`config.mk`:
```
export PLATFORM = sky130hd
export DESIGN_NAME = touch_conversion_sequencer
export DESIGN_NICKNAME = d
export VERILOG_FILES = /design/src/shared/touch_seq_pkg.sv /design/src/rtl/sar_converter.sv /design/src/rtl/touch_conversion_sequencer.sv
export SDC_FILE = /design/constraint.sdc
export NUM_CORES = 1
export LEC_CHECK = 0
export BUFFER_PORTS_ARGS = -buffer_cell sky130_fd_sc_hd__buf_2
export CAP_MARGIN = 20
export CORE_MARGIN = 8
export CORE_UTILIZATION = 58
export CTS_CLUSTER_DIAMETER = 60
export DETAILED_ROUTE_END_ITERATION = 8
export MAX_ROUTING_LAYER = met4
export PLACE_DENSITY = 0.79
export SYNTH_ARGS = -nofsm -noshare
export SYNTH_HDL_FRONTEND = slang
export SYNTH_HIERARCHICAL = 1
export SYNTH_SLANG_ARGS = --single-unit
```
`constraint.sdc`:
```
create_clock -name clk -period 3.62 [get_ports clk]
set_input_delay 0.362 -clock clk [delete_from_list [all_inputs] [get_ports clk]]
set_output_delay 0.362 -clock clk [all_outputs]
set_load 0.01 [all_outputs]
```
`src/shared/touch_seq_pkg.sv`:
```
// Constants and types shared by the touch conversion sequencer and its converter
// What this block does
// - Wait at least 1 ms after interrupt
// - Touch while powered down still flags touch, not interrupt
// - No sequencing while powered down
// - 12-bit X, Y results paced by settings
// - Full plate voltage maps to code 4095
// - Converter monotonic with no missing codes
// - Retouch between conversions raises another interrupt
// - Works from 12 to 40 MHz clock
// - Read clears interrupt unless one is rising
// - Reset clears results, control; rate is 32
// - Idle drives Y high, X low; sense X
package touch_seq_pkg;
  localparam int RESULT_W         = 12;
  localparam logic [11:0] FULL_SCALE = 12'hfff;
  localparam int SAR_STEP_CYCLES  = 4;
  // Plate pin indices into the 4-bit plate vectors
  localparam int PIN_X_HIGH = 0;
  localparam int PIN_X_LOW  = 1;
  localparam int PIN_Y_HIGH = 2;
  localparam int PIN_Y_LOW  = 3;
  // Control bits (low bits of control register 6)
  localparam int CTRL_W           = 8;
  localparam int CTRL_CONV_EN     = 0;
  localparam int CTRL_IRQ_TOUCH   = 1;
  localparam int CTRL_IRQ_DONE    = 2;
  localparam logic [7:0] CTRL_RESET = 8'h00;
  localparam logic [7:0] RATE_RESET = 8'h20;
  localparam logic [7:0] RATE_MIN   = 8'h09;
  // Timing
  localparam int CLK_KHZ          = 40000;
  localparam int SETTLE_TIME_US   = 1000;
  localparam int SETTLE_CYCLES    = (SETTLE_TIME_US * CLK_KHZ + 999) / 1000;
  localparam int PACE_BASE_CYCLES = 35716;
  localparam int PACE_STEP_CYCLES = 4096;
  localparam int DETECT_CYCLES    = 16;
  localparam int CNT_W            = 21;
  typedef enum logic [2:0] {
    ST_OFF, ST_IDLE, ST_SETTLE, ST_CONV_X, ST_CONV_Y, ST_PACE, ST_DETECT
  } seq_state_t;
endpackage

```
`src/rtl/sar_converter.sv`:
```
// Successive-approximation converter that steps a trial code against a comparator
module sar_converter
  import touch_seq_pkg::*;
#(
  parameter int STEP_CYCLES = SAR_STEP_CYCLES
) (
  input  wire logic                clk,
  input  wire logic                reset,
  input  wire logic                start,
  input  wire logic                comp_above,
  output logic [RESULT_W-1:0]      trial_code,
  output logic                     busy,
  output logic                     done,
  output logic [RESULT_W-1:0]      result
);
  // Step counter is eight bits wide
  if (STEP_CYCLES < 1 || STEP_CYCLES > 256) begin : g_bad_step
    $error("STEP_CYCLES must be 1 to 256");
  end

  logic [RESULT_W-1:0] bit_q;
  logic [7:0]          step_cnt_q;

  // Binary search from MSB: every code is reachable and order is kept
  // binary search
  always_ff @(posedge clk) begin
    if (reset) begin
      trial_code <= '0;
      bit_q      <= '0;
      step_cnt_q <= '0;
      busy       <= 1'b0;
      done       <= 1'b0;
      result     <= '0;
    end else begin
      done <= 1'b0;
      if (start && !busy) begin
        busy       <= 1'b1;
        bit_q      <= {1'b1, {(RESULT_W-1){1'b0}}};
        trial_code <= {1'b1, {(RESULT_W-1){1'b0}}};
        step_cnt_q <= '0;
      end else if (busy) begin
        if (step_cnt_q != 8'(STEP_CYCLES - 1)) begin
          step_cnt_q <= step_cnt_q + 8'h01;
        end else begin
          step_cnt_q <= '0;
          if (!comp_above) trial_code <= trial_code & ~bit_q;
          if (bit_q[0]) begin
            busy   <= 1'b0;
            done   <= 1'b1;
            result <= comp_above ? trial_code : (trial_code & ~bit_q);
          end else begin
            bit_q      <= bit_q >> 1;
            trial_code <= (comp_above ? trial_code : (trial_code & ~bit_q)) | (bit_q >> 1);
          end
        end
      end
    end
  end

  a_sar_span: assert property (@(posedge clk) disable iff (reset)
    start && !busy |-> ##(RESULT_W * STEP_CYCLES + 1) done)
    else $error("converter did not finish in twelve steps");
endmodule

```
`src/rtl/touch_conversion_sequencer.sv`:
```
// Touch detect, settle, pacing and interrupt sequencing for a 4-wire resistive screen
module touch_conversion_sequencer
  import touch_seq_pkg::*;
#(
  parameter int SETTLE_WAIT = SETTLE_CYCLES,
  parameter int PACE_BASE   = PACE_BASE_CYCLES,
  parameter int PACE_STEP   = PACE_STEP_CYCLES
) (
  input  wire logic                clk,
  input  wire logic                reset,
  input  wire logic                cfg_write,
  input  wire logic                cfg_sel_rate,
  input  wire logic [7:0]          cfg_data,
  input  wire logic                reg_read,
  input  wire logic [3:0]          plate_in,
  input  wire logic                comp_above,
  output logic [3:0]               plate_out,
  output logic [3:0]               plate_oe_n,
  output logic [RESULT_W-1:0]      dac_code,
  output logic [RESULT_W-1:0]      x_result,
  output logic [RESULT_W-1:0]      y_result,
  output logic                     touch_n,
  output logic                     irq
);
  if (SETTLE_WAIT < 1 || PACE_BASE < 1 || PACE_STEP < 0) begin : g_bad_timing
    $error("timing parameters out of range");
  end
  if (PACE_BASE + 255 * PACE_STEP >= (1 << CNT_W)) begin : g_bad_pace
    $error("pace exceeds counter");
  end

  seq_state_t          state_q;
  logic [7:0]          ctrl_q;
  logic [7:0]          rate_q;
  logic [CNT_W-1:0]    cnt_q;
  logic [CNT_W-1:0]    wait_limit;
  logic                touched;
  logic                conv_start;
  logic                conv_busy;
  logic                conv_done;
  logic [RESULT_W-1:0] conv_result;
  logic [RESULT_W-1:0] trial_code;
  logic                ev_touch;
  logic                ev_done;
  logic                irq_event;
  logic [7:0]          plate_cfg;

  // Plate drive for a state: {oe_n, level}, pins in PIN_* order
  function automatic logic [7:0] plate_mode(input seq_state_t s);
    logic [7:0] m;
    m = 8'hf0;
    unique case (s)
      ST_OFF:                         m = 8'hf0;
      ST_IDLE, ST_DETECT, ST_SETTLE,
      ST_PACE:                        m = {4'b1001, 4'b0100};
      ST_CONV_X:                      m = {4'b1100, 4'b0001};
      ST_CONV_Y:                      m = {4'b0011, 4'b0100};
    endcase
    return m;
  endfunction

  assign touched = plate_in[PIN_X_HIGH];

  // pacing in clocks
  // Counted in clocks, so the point rate scales with the applied frequency
  // settle floor
  assign wait_limit = (CNT_W'(PACE_BASE) + CNT_W'(PACE_STEP) * CNT_W'(rate_q)
                       > CNT_W'(SETTLE_WAIT))
                    ? CNT_W'(PACE_BASE) + CNT_W'(PACE_STEP) * CNT_W'(rate_q)
                    : CNT_W'(SETTLE_WAIT);

  // Configuration copies of control and rate registers
  // reset values
  always_ff @(posedge clk) begin
    if (reset) begin
      ctrl_q <= CTRL_RESET;
      rate_q <= RATE_RESET;
    end else if (cfg_write) begin
      if (cfg_sel_rate) begin
        // Rates below nine are not permitted; clamp rather than misbehave
        rate_q <= (cfg_data < RATE_MIN) ? RATE_MIN : cfg_data;
      end else begin
        ctrl_q <= cfg_data;
      end
    end
  end

  // Main sequence
  // edge driven only
  always_ff @(posedge clk) begin
    if (reset) begin
      state_q <= ST_OFF;
      cnt_q   <= '0;
    end else if (ctrl_q == 8'h00) begin
      state_q <= ST_OFF;
      cnt_q   <= '0;
    end else begin
      unique case (state_q)
        ST_OFF: begin
          state_q <= ST_IDLE;
          cnt_q   <= '0;
        end
        ST_IDLE: begin
          cnt_q <= '0;
          if (touched && ctrl_q[CTRL_CONV_EN]) state_q <= ST_SETTLE;
        end
        ST_SETTLE: begin
          if (cnt_q == CNT_W'(SETTLE_WAIT - 1)) begin
            cnt_q   <= '0;
            state_q <= ST_CONV_X;
          end else begin
            cnt_q <= cnt_q + 1'b1;
          end
        end
        ST_CONV_X: if (conv_done) state_q <= ST_CONV_Y;
        ST_CONV_Y: if (conv_done) begin
          state_q <= ST_PACE;
          cnt_q   <= '0;
        end
        ST_PACE: begin
          if (cnt_q >= wait_limit - 1'b1) begin
            cnt_q   <= '0;
            state_q <= ST_DETECT;
          end else begin
            cnt_q <= cnt_q + 1'b1;
          end
        end
        ST_DETECT: begin
          if (cnt_q == CNT_W'(DETECT_CYCLES - 1)) begin
            cnt_q   <= '0;
            state_q <= (touched && ctrl_q[CTRL_CONV_EN]) ? ST_CONV_X : ST_IDLE;
          end else begin
            cnt_q <= cnt_q + 1'b1;
          end
        end
      endcase
    end
  end

  assign conv_start = (state_q == ST_SETTLE && cnt_q == CNT_W'(SETTLE_WAIT - 1))
                   || (state_q == ST_DETECT && cnt_q == CNT_W'(DETECT_CYCLES - 1)
                       && touched && ctrl_q[CTRL_CONV_EN])
                   || (state_q == ST_CONV_X && conv_done);

  sar_converter #(
    .STEP_CYCLES (SAR_STEP_CYCLES)
  ) u_sar (
    .clk        (clk),
    .reset      (reset),
    .start      (conv_start),
    .comp_above (comp_above),
    .trial_code (trial_code),
    .busy       (conv_busy),
    .done       (conv_done),
    .result     (conv_result)
  );

  // Results change only when a conversion finishes
  // hold results
  always_ff @(posedge clk) begin
    if (reset) begin
      x_result <= '0;
      y_result <= '0;
    end else if (conv_done) begin
      if (state_q == ST_CONV_X) x_result <= conv_result;
      if (state_q == ST_CONV_Y) y_result <= conv_result;
    end
  end

  // Touch-change events: new touch from idle, lift seen at detect
  assign ev_touch  = ctrl_q[CTRL_IRQ_TOUCH] &&
                     ((state_q == ST_IDLE && touched && ctrl_q[CTRL_CONV_EN])
                   || (state_q == ST_DETECT && cnt_q == CNT_W'(DETECT_CYCLES - 1) && !touched));
  assign ev_done   = ctrl_q[CTRL_IRQ_DONE] && conv_done && state_q == ST_CONV_Y;
  assign irq_event = ev_touch || ev_done;

  always_ff @(posedge clk) begin
    if (reset) begin
      irq <= 1'b0;
    end else if (irq_event) begin
      irq <= 1'b1;
    end else if (reg_read || (cfg_write && !cfg_sel_rate && cfg_data == 8'h00)) begin
      irq <= 1'b0;
    end
  end

  // Touch output follows the sense plate outside the X and Y conversions, even while powered down
  // touch flag
  always_ff @(posedge clk) begin
    if (reset) begin
      touch_n <= 1'b1;
    end else if (state_q != ST_CONV_X && state_q != ST_CONV_Y) begin
      touch_n <= ~touched;
    end
  end

  assign plate_cfg = plate_mode(state_q);

  always_ff @(posedge clk) begin
    if (reset) begin
      plate_out  <= 4'h0;
      plate_oe_n <= 4'hf;
      dac_code   <= '0;
    end else begin
      plate_out  <= plate_cfg[3:0];
      plate_oe_n <= plate_cfg[7:4];
      dac_code   <= trial_code;
    end
  end

  // Helper: cycles since the last interrupt event
  logic [CNT_W-1:0] since_irq_q;
  always_ff @(posedge clk) begin
    if (reset || irq_event) since_irq_q <= '0;
    else if (since_irq_q != '1) since_irq_q <= since_irq_q + 1'b1;
  end

  a_settle_after_irq: assert property (@(posedge clk) disable iff (reset)
    conv_start && ctrl_q[CTRL_IRQ_TOUCH] && ctrl_q[CTRL_IRQ_DONE]
    |-> since_irq_q >= CNT_W'(SETTLE_WAIT) - 1'b1)
    else $error("conversion started inside settle window");
  a_read_clears: assert property (@(posedge clk) disable iff (reset)
    irq && reg_read && !irq_event && !cfg_write |=> !irq)
    else $error("read did not clear interrupt");
  a_event_wins: assert property (@(posedge clk) disable iff (reset)
    irq_event |=> irq)
    else $error("interrupt lost against clear");
  a_idle_drive: assert property (@(posedge clk) disable iff (reset)
    state_q == ST_IDLE |=> plate_out[PIN_Y_HIGH] && !plate_oe_n[PIN_Y_HIGH]
                        && !plate_out[PIN_X_LOW] && !plate_oe_n[PIN_X_LOW])
    else $error("idle plate drive wrong");
  a_touch_flag: assert property (@(posedge clk) disable iff (reset)
    state_q == ST_IDLE && touched |=> !touch_n)
    else $error("touch output missed touch");
  a_result_hold: assert property (@(posedge clk) disable iff (reset)
    !conv_done |=> $stable(x_result) && $stable(y_result))
    else $error("result changed without conversion");
  a_x_then_y: assert property (@(posedge clk) disable iff (reset)
    state_q == ST_CONV_X && conv_done && ctrl_q != 8'h00 |=> state_q == ST_CONV_Y && conv_busy)
    else $error("Y conversion did not follow X");
  a_retouch_irq: assert property (@(posedge clk) disable iff (reset)
    state_q == ST_IDLE && touched && ctrl_q[CTRL_CONV_EN] && ctrl_q[CTRL_IRQ_TOUCH]
    ##1 state_q == ST_SETTLE |-> irq)
    else $error("retouch gave no interrupt");
  a_off_quiet: assert property (@(posedge clk) disable iff (reset)
    ctrl_q == 8'h00 |=> state_q == ST_OFF && !conv_start)
    else $error("sequencing while powered down");

  c_full_point: cover property (@(posedge clk) disable iff (reset) ev_done);
  c_lift: cover property (@(posedge clk) disable iff (reset)
    state_q == ST_DETECT ##1 state_q == ST_IDLE);
  c_collide: cover property (@(posedge clk) disable iff (reset) irq_event && reg_read);
endmodule

```
# Word level (Yosys, flattened, before mapping)
# Index checks and enable logic that the tools add are counted.
[word_totals]
output_inout_bits = 46
inputBits = 18
regBits = 132
word_cells = 134
[op_classes]
n_reduce_logical = 46
muxes = 33
magnitude_cmp = 3
eq_ne = 19
bitwise_logic = 9
add_sub_neg = 4
[op_table]
columns = ["op", "n"]
rows = [
  ["2-to-1 mux 12 bit", 9],
  ["2-to-1 mux 21 bit", 5],
  ["case mux 21 bit (5 select lines)", 1],
  ["case mux 8 bit (4 select lines)", 1],
  ["adder 16 x 20 -> 21 bit, first input constant", 1],
  ["adder 21 x 1 -> 21 bit, second input constant", 1],
  ["equality test 21 x 16 -> 1 bit, second input constant", 1],
  ["equality test 21 x 4 -> 1 bit, second input constant", 1],
  [">= comparator 21 bit", 1],
  ["greater-than comparator 21 x 16 -> 1 bit, second input constant", 1],
  ["case mux 3 bit (7 select lines)", 1],
  ["subtractor 21 x 1 -> 21 bit, second input constant", 1],
  ["2-to-1 mux 3 bit", 6],
  ["logical AND 1 bit", 16],
  ["zero test 8 bit", 2],
  ["2-to-1 mux 8 bit", 2],
  ["AND reduction 2 bit", 7],
  ["AND 12 bit", 1],
  ["NOT 12 bit", 1],
  ["bitwise OR 12 x 11 -> 12 bit", 1],
  ["!= test 2 bit, second input constant", 5],
  ["equality test 3 bit, second input constant", 3],
  ["adder 8 x 1 -> 8 bit, second input constant", 1],
  ["less-than comparator 8 x 4 -> 1 bit, second input constant", 1],
  ["19 further kinds", 44],
]

# Logic depth before layout (Yosys ltp)
[depth]
word_depth = 9
mapped_depth = 15
mapped_depth_nobuf = 14

# Modules after synthesis
# Netlist, hierarchy kept.
[by_module_without_submodules]
columns = ["mod", "cells_per_inst", "seq_area_each_um2", "n_inst", "area_per_inst_um2"]
rows = [
  ["touch_conversion_sequencer", 486, 1681.6, 1, 3956.3],
  ["sar_converter", 185, 920.9, 1, 1788.0],
]

# Least setup slack after synthesis
# Ideal clock, no wire load.
[synth_timing]
path_type = "register to register"
start = "register rate_q[3]"
end = "register cnt_q[8]"
n_path_buf = 1
synth_period_minus_slack_ps = 2981
stages_incl_launch_ff = 15
setup_ps = 134
t_required_ps = 3486
arrival_ps = 2846
slack_ps = 639
cell_sequence = "dfxtp_1 -> ha_1 -> xnor2_1 -> and3_1 -> nand4_1 -> inv_1 -> nor2_1 -> ha_1 -> nand2_1 -> or3_1 -> nor3_2 -> a21oi_2 -> a21oi_4 -> buf_6 -> nor3_1"
[synth_via]
elab_chain_cells = 7
[synth_lines]
columns = ["item", "line_no", "rtl"]
rows = [
  ["start: declaration", "touch_conversion_sequencer.sv:34", "logic [7:0] rate_q;"],
  ["start signal: assignment", "touch_conversion_sequencer.sv:81", "rate_q <= (cfg_data < RATE_MIN) ? RATE_MIN : cfg_data;"],
  ["adder 16 x 20 -> 21 bit (*)", "touch_conversion_sequencer.sv:67, touch_conversion_sequencer.sv:69", ""],
  ["greater-than comparator 21 x 16 -> 1 bit", "touch_conversion_sequencer.sv:68", "> CNT_W'(SETTLE_WAIT))"],
  ["2-to-1 mux 21 bit (*)", "touch_conversion_sequencer.sv:69", "? CNT_W'(PACE_BASE) + CNT_W'(PACE_STEP) * CNT_W'(rate_q)"],
  ["subtractor 21 x 1 -> 21 bit (*)", "touch_conversion_sequencer.sv:121", "if (cnt_q >= wait_limit - 1'b1) begin"],
  [">= comparator 21 bit (*)", "touch_conversion_sequencer.sv:121", ""],
  ["2-to-1 mux 21 bit (*)", "touch_conversion_sequencer.sv:121", ""],
  ["case mux 21 bit (5 select lines) (*)", "touch_conversion_sequencer.sv:98", "unique case (state_q)"],
  ["end signal: assignment", "touch_conversion_sequencer.sv:112", "cnt_q <= cnt_q + 1'b1;"],
  ["end signal: assignment", "touch_conversion_sequencer.sv:125", "cnt_q <= cnt_q + 1'b1;"],
  ["end signal: assignment", "touch_conversion_sequencer.sv:133", "cnt_q <= cnt_q + 1'b1;"],
  ["end: declaration", "touch_conversion_sequencer.sv:35", "logic [CNT_W-1:0] cnt_q;"],
]
# Every way passes the cells marked *; elsewhere a longest branch is shown, timed or not.
# A chain may end at the register's enable or synchronous reset.

# Worst setup path in the final report
[layout_timing]
start = "register rate_q[3]"
end = "register cnt_q[5]"
# Same word-level chain as after synthesis.

==> impl_metrics.py <==
metrics = {
    "status": {
        "status": "completed",
    },
    "critical_path": {
        "worst_setup_path_end_kind": "flop",
        "reg2reg_from": "rate_q[3]",
        "worst_ep_required_time_ns": 3.98,
        "arrival_ns": 3.46,
        "rrSetupSlack_ns": 0.52,
        "path_cells": "ha_1 > xnor2_1 > and3_1 > nand4_1 > inv_1 > nor2_1 > ha_1 > nand2_1 > or3_1 > nor2_1 > a21oi_4 > a21oi_4 > buf_4 > nor3_1",
        "max_stage_delay_ns": 0.40,
        "crit_slowest_cell": "or3_1",
        "r2r-end": "cnt_q[5]",
        "cp-start-kind": "flop",
        "critPathKind": "flop to flop",
        "worst-r2r-cell-count": 14,
        "worstPathMaxFanout": 17,
    },
    "sta": {
        "worst_pin_slew_ns": 0.956,
        "slew_violations": 0,
        "rsz0062_at_grt": "false",
        "finalCritPeriodShare_pct": 85.6,
        "period_needed_ns": 3.10,
        "setup_viol": 0,
        "clock_skew_ns": 0.00812,
        "setup_slack_ns": 0.521,
        "finalSetupTns_ns": 0,
        "hold_viol_final": 0,
        "slew_headroom_pct": 36.3,
        "max_freq_ghz": 0.323,
    },
    "global_routing": {
        "grt_max_degree": 47,
        "grtUsageTotal_pct": 22.4,
        "antenna_found_initial": 0,
        "grt_pass1_wl_microns": 23600,
        "grt_overflow": 0,
        "grt_pass1_vias": 4953,
    },
    "logic_synthesis": {
        "synth_common_cells": "130 x dfxtp_1, 125 x nand2_1, 58 x a21oi_1",
        "yosysTopAreaCell": "dfxtp_1",
        "synth_warnings": 6,
        "syn-instance-count": 671,
        "synth-main-ff-cell": "dfxtp_1",
        "synthArstFlopShare_pct": 0,
        "synth_area_sq_mm": 0.00574,
        "ys_seq_area_share_pct": 45.3,
        "synth_edf_count": 0,
        "synth.area.top_cells": "dfxtp_1 45%, nand2_1 8.2%, a21oi_1 5.1%",
        "synth_top_area_share_pct": 45.3,
        "synth.most_common_cell": "dfxtp_1",
        "ys_seq_elements": 130,
        "ys_types": 59,
        "syn_area_per_cell_sq_um": 8.56,
    },
    "worst_hold_path": {
        "whs_endpoint": "rate_q[7]",
        "hp-class": "input pin to flop",
        "worstHoldPathCells": 3,
        "hp-start": "cfg_data[7]",
    },
    "clock_network": {
        "cts_max_level": 4,
        "cts_tree": "done",
        "ctsHoldBuffers": 0,
        "clk_pin_slew_ns": 0.06,
        "cts-root-buf": "clkbuf_8",
        "numCtsBuffers": 17,
        "post_cts_buffers": 0,
        "cts_num_sinks": 130,
        "insertion_delay_ns": 0.52,
        "ctsResizeCount": 0,
        "cts_buffer_depth": 2,
    },
    "place": {
        "portBuffers": 58,
        "place_area_sq_mm": 0.00611,
        "preCtsSetupSlack_ns": 0.572,
        "post-dp-hpwl_microns": 9720,
        "gp_congestion": 0.939,
    },
    "layout": {
        "design_area_sq_mm": 0.00672,
        "multiInputGateArea_sq_mm": 0.00293,
        "nets": 761,
        "n_fill_cell": 755,
        "post-route-util_pct": 69.4,
        "regArea_sq_mm": 0.00260,
        "drive_gt1_share_pct": 15.5,
        "area_growth_pct": 17.0,
        "diodes": 0,
    },
    "drt": {
        "via_per_inst": 5.84,
        "wl_microns": 14200,
        "dr_total_vias": 5065,
        "drt_iter0_markers": 384,
        "routedWlPerCell_microns": 16.4,
        "antenna_left": 0,
        "first_pass_iters": 5,
        "route.detailed.drc": 0,
    },
    "run": {
        "maxCapViolations": 0,
    },
    "floorplan": {
        "dieArea_sq_mm": 0.0133,
        "die_w_microns": 116,
        "io_pins": 64,
        "die_y_microns": 116,
        "core_sq_mm": 0.00968,
        "start_util_pct": 59.3,
        "rows": 36,
    },
    "pwr": {
        "p_leak_nw": 2.56,
        "p_per_area_mw_per_mm2": 499,
        "total_power_mw": 3.35,
        "irDropWorstVdd_mv": 0.311,
    },
}
-- registers in the layout (all words and copies together), names as in the netlist, 4 cells and up --
name / flops
u_sar/bit_q: 12
u_sar/result: 12
cnt_q: 21
rate_q: 8
u_sar/trial_code: 12
u_sar/step_cnt_q: 8
dac_code: 12
y_result: 12
plate_oe_n: 4
ctrl_q: 8
x_result: 12
-- per-stage QoR --
stage | hold slack (ns) | instances
global route | 0.0993 | 868
detailed placement | 0.445 | 836
CTS | 0.0953 | 868
finish | 0.107 | 868
floorplan | 0.431 | 672
global placement | 0.441 | 835
-- critical path: cells and delay by family (launching register included) --
kind / cells / cell delay [ns]
buffers and inverters: 2 / 0.43
adders and majority gates: 2 / 0.52
and+or+nand+nor: 7 / 1.20
xor gates and xnor gates: 1 / 0.20
AOI/OAI and AO/OA: 2 / 0.26
DFF: 1 / 0.33
-- logic make-up (layout without fill, tap and decap cells) --
| group | count (synthesis) | in the layout | share of synthesized area [%] |
|---|---|---|---|
| xor gates and xnor gates | 24 | 24 | 3.66 |
| and+or+nand+nor | 299 | 299 | 25.6 |
| buffers and inverters | 50 | 113 | 3.68 |
| other | 1 | 2 | 0.0653 |
| DFF | 130 | 130 | 45.3 |
| muxes | 5 | 5 | 0.893 |
| adders and majority gates | 21 | 21 | 4.57 |
| AOI/OAI and AO/OA | 141 | 141 | 16.3 |
-- how the worst max path moves through the flow --
stage,startpoint,endpoint,slack (ns),depth (start not counted)
2_1_floorplan,rate_q[3],cnt_q[8],0.64,14
3_3_place_gp,rate_q[4],cnt_q[2],0.68,14
3_5_place_dp,rate_q[3],cnt_q[5],0.57,14
4_1_cts,rate_q[3],state_q[2],0.54,13
5_1_grt,rate_q[4],cnt_q[8],0.27,14
6_report,rate_q[3],cnt_q[5],0.52,14
-- placed cells by master, fill, tap and decap left out, types with 17 or more instances in the layout --
cell type  instances
dfxtp_1          130
nand2_1          125
buf_2             59
a21oi_1           58
nor2_1            35
nor3_1            26
nand3_1           22
ha_1              21
o21ai_0           20
nand4_1           17
-- cell type report --
type | instances | area share (%)
Inverter | 15 | 0.838
Timing Repair Buffer | 66 | 5.17
Sequential cell | 130 | 38.7
Clock inverter | 13 | 2.59
Multi-Input combinational cell | 492 | 43.6
Clock buffer | 19 | 6.57
Tap cell | 133 | 2.48
-- report_power, final --
part	switching (mW)	internal (mW)	leakage, nW	total [mW]
Clock	0.657	1.10	0.297	1.76
Sequential	0.0101	1.45	1.05	1.46
Combinational	0.0943	0.0471	1.21	0.141
-- layer usage --
metal | share of wire, % | wire (microns) | GRT usage [%] | vias to the layer above
li1 | - | - | - | 2464
met1 | 46 | 6490 | 28.5 | 2402
met2 | 46 | 6540 | 34.7 | 177
met3 | 6.9 | 981 | 5.11 | 22
met4 | 1.6 | 225 | 6.92 | 0
met5 | 0 | 0 | - | -
(Power assumes the default switching activity.)
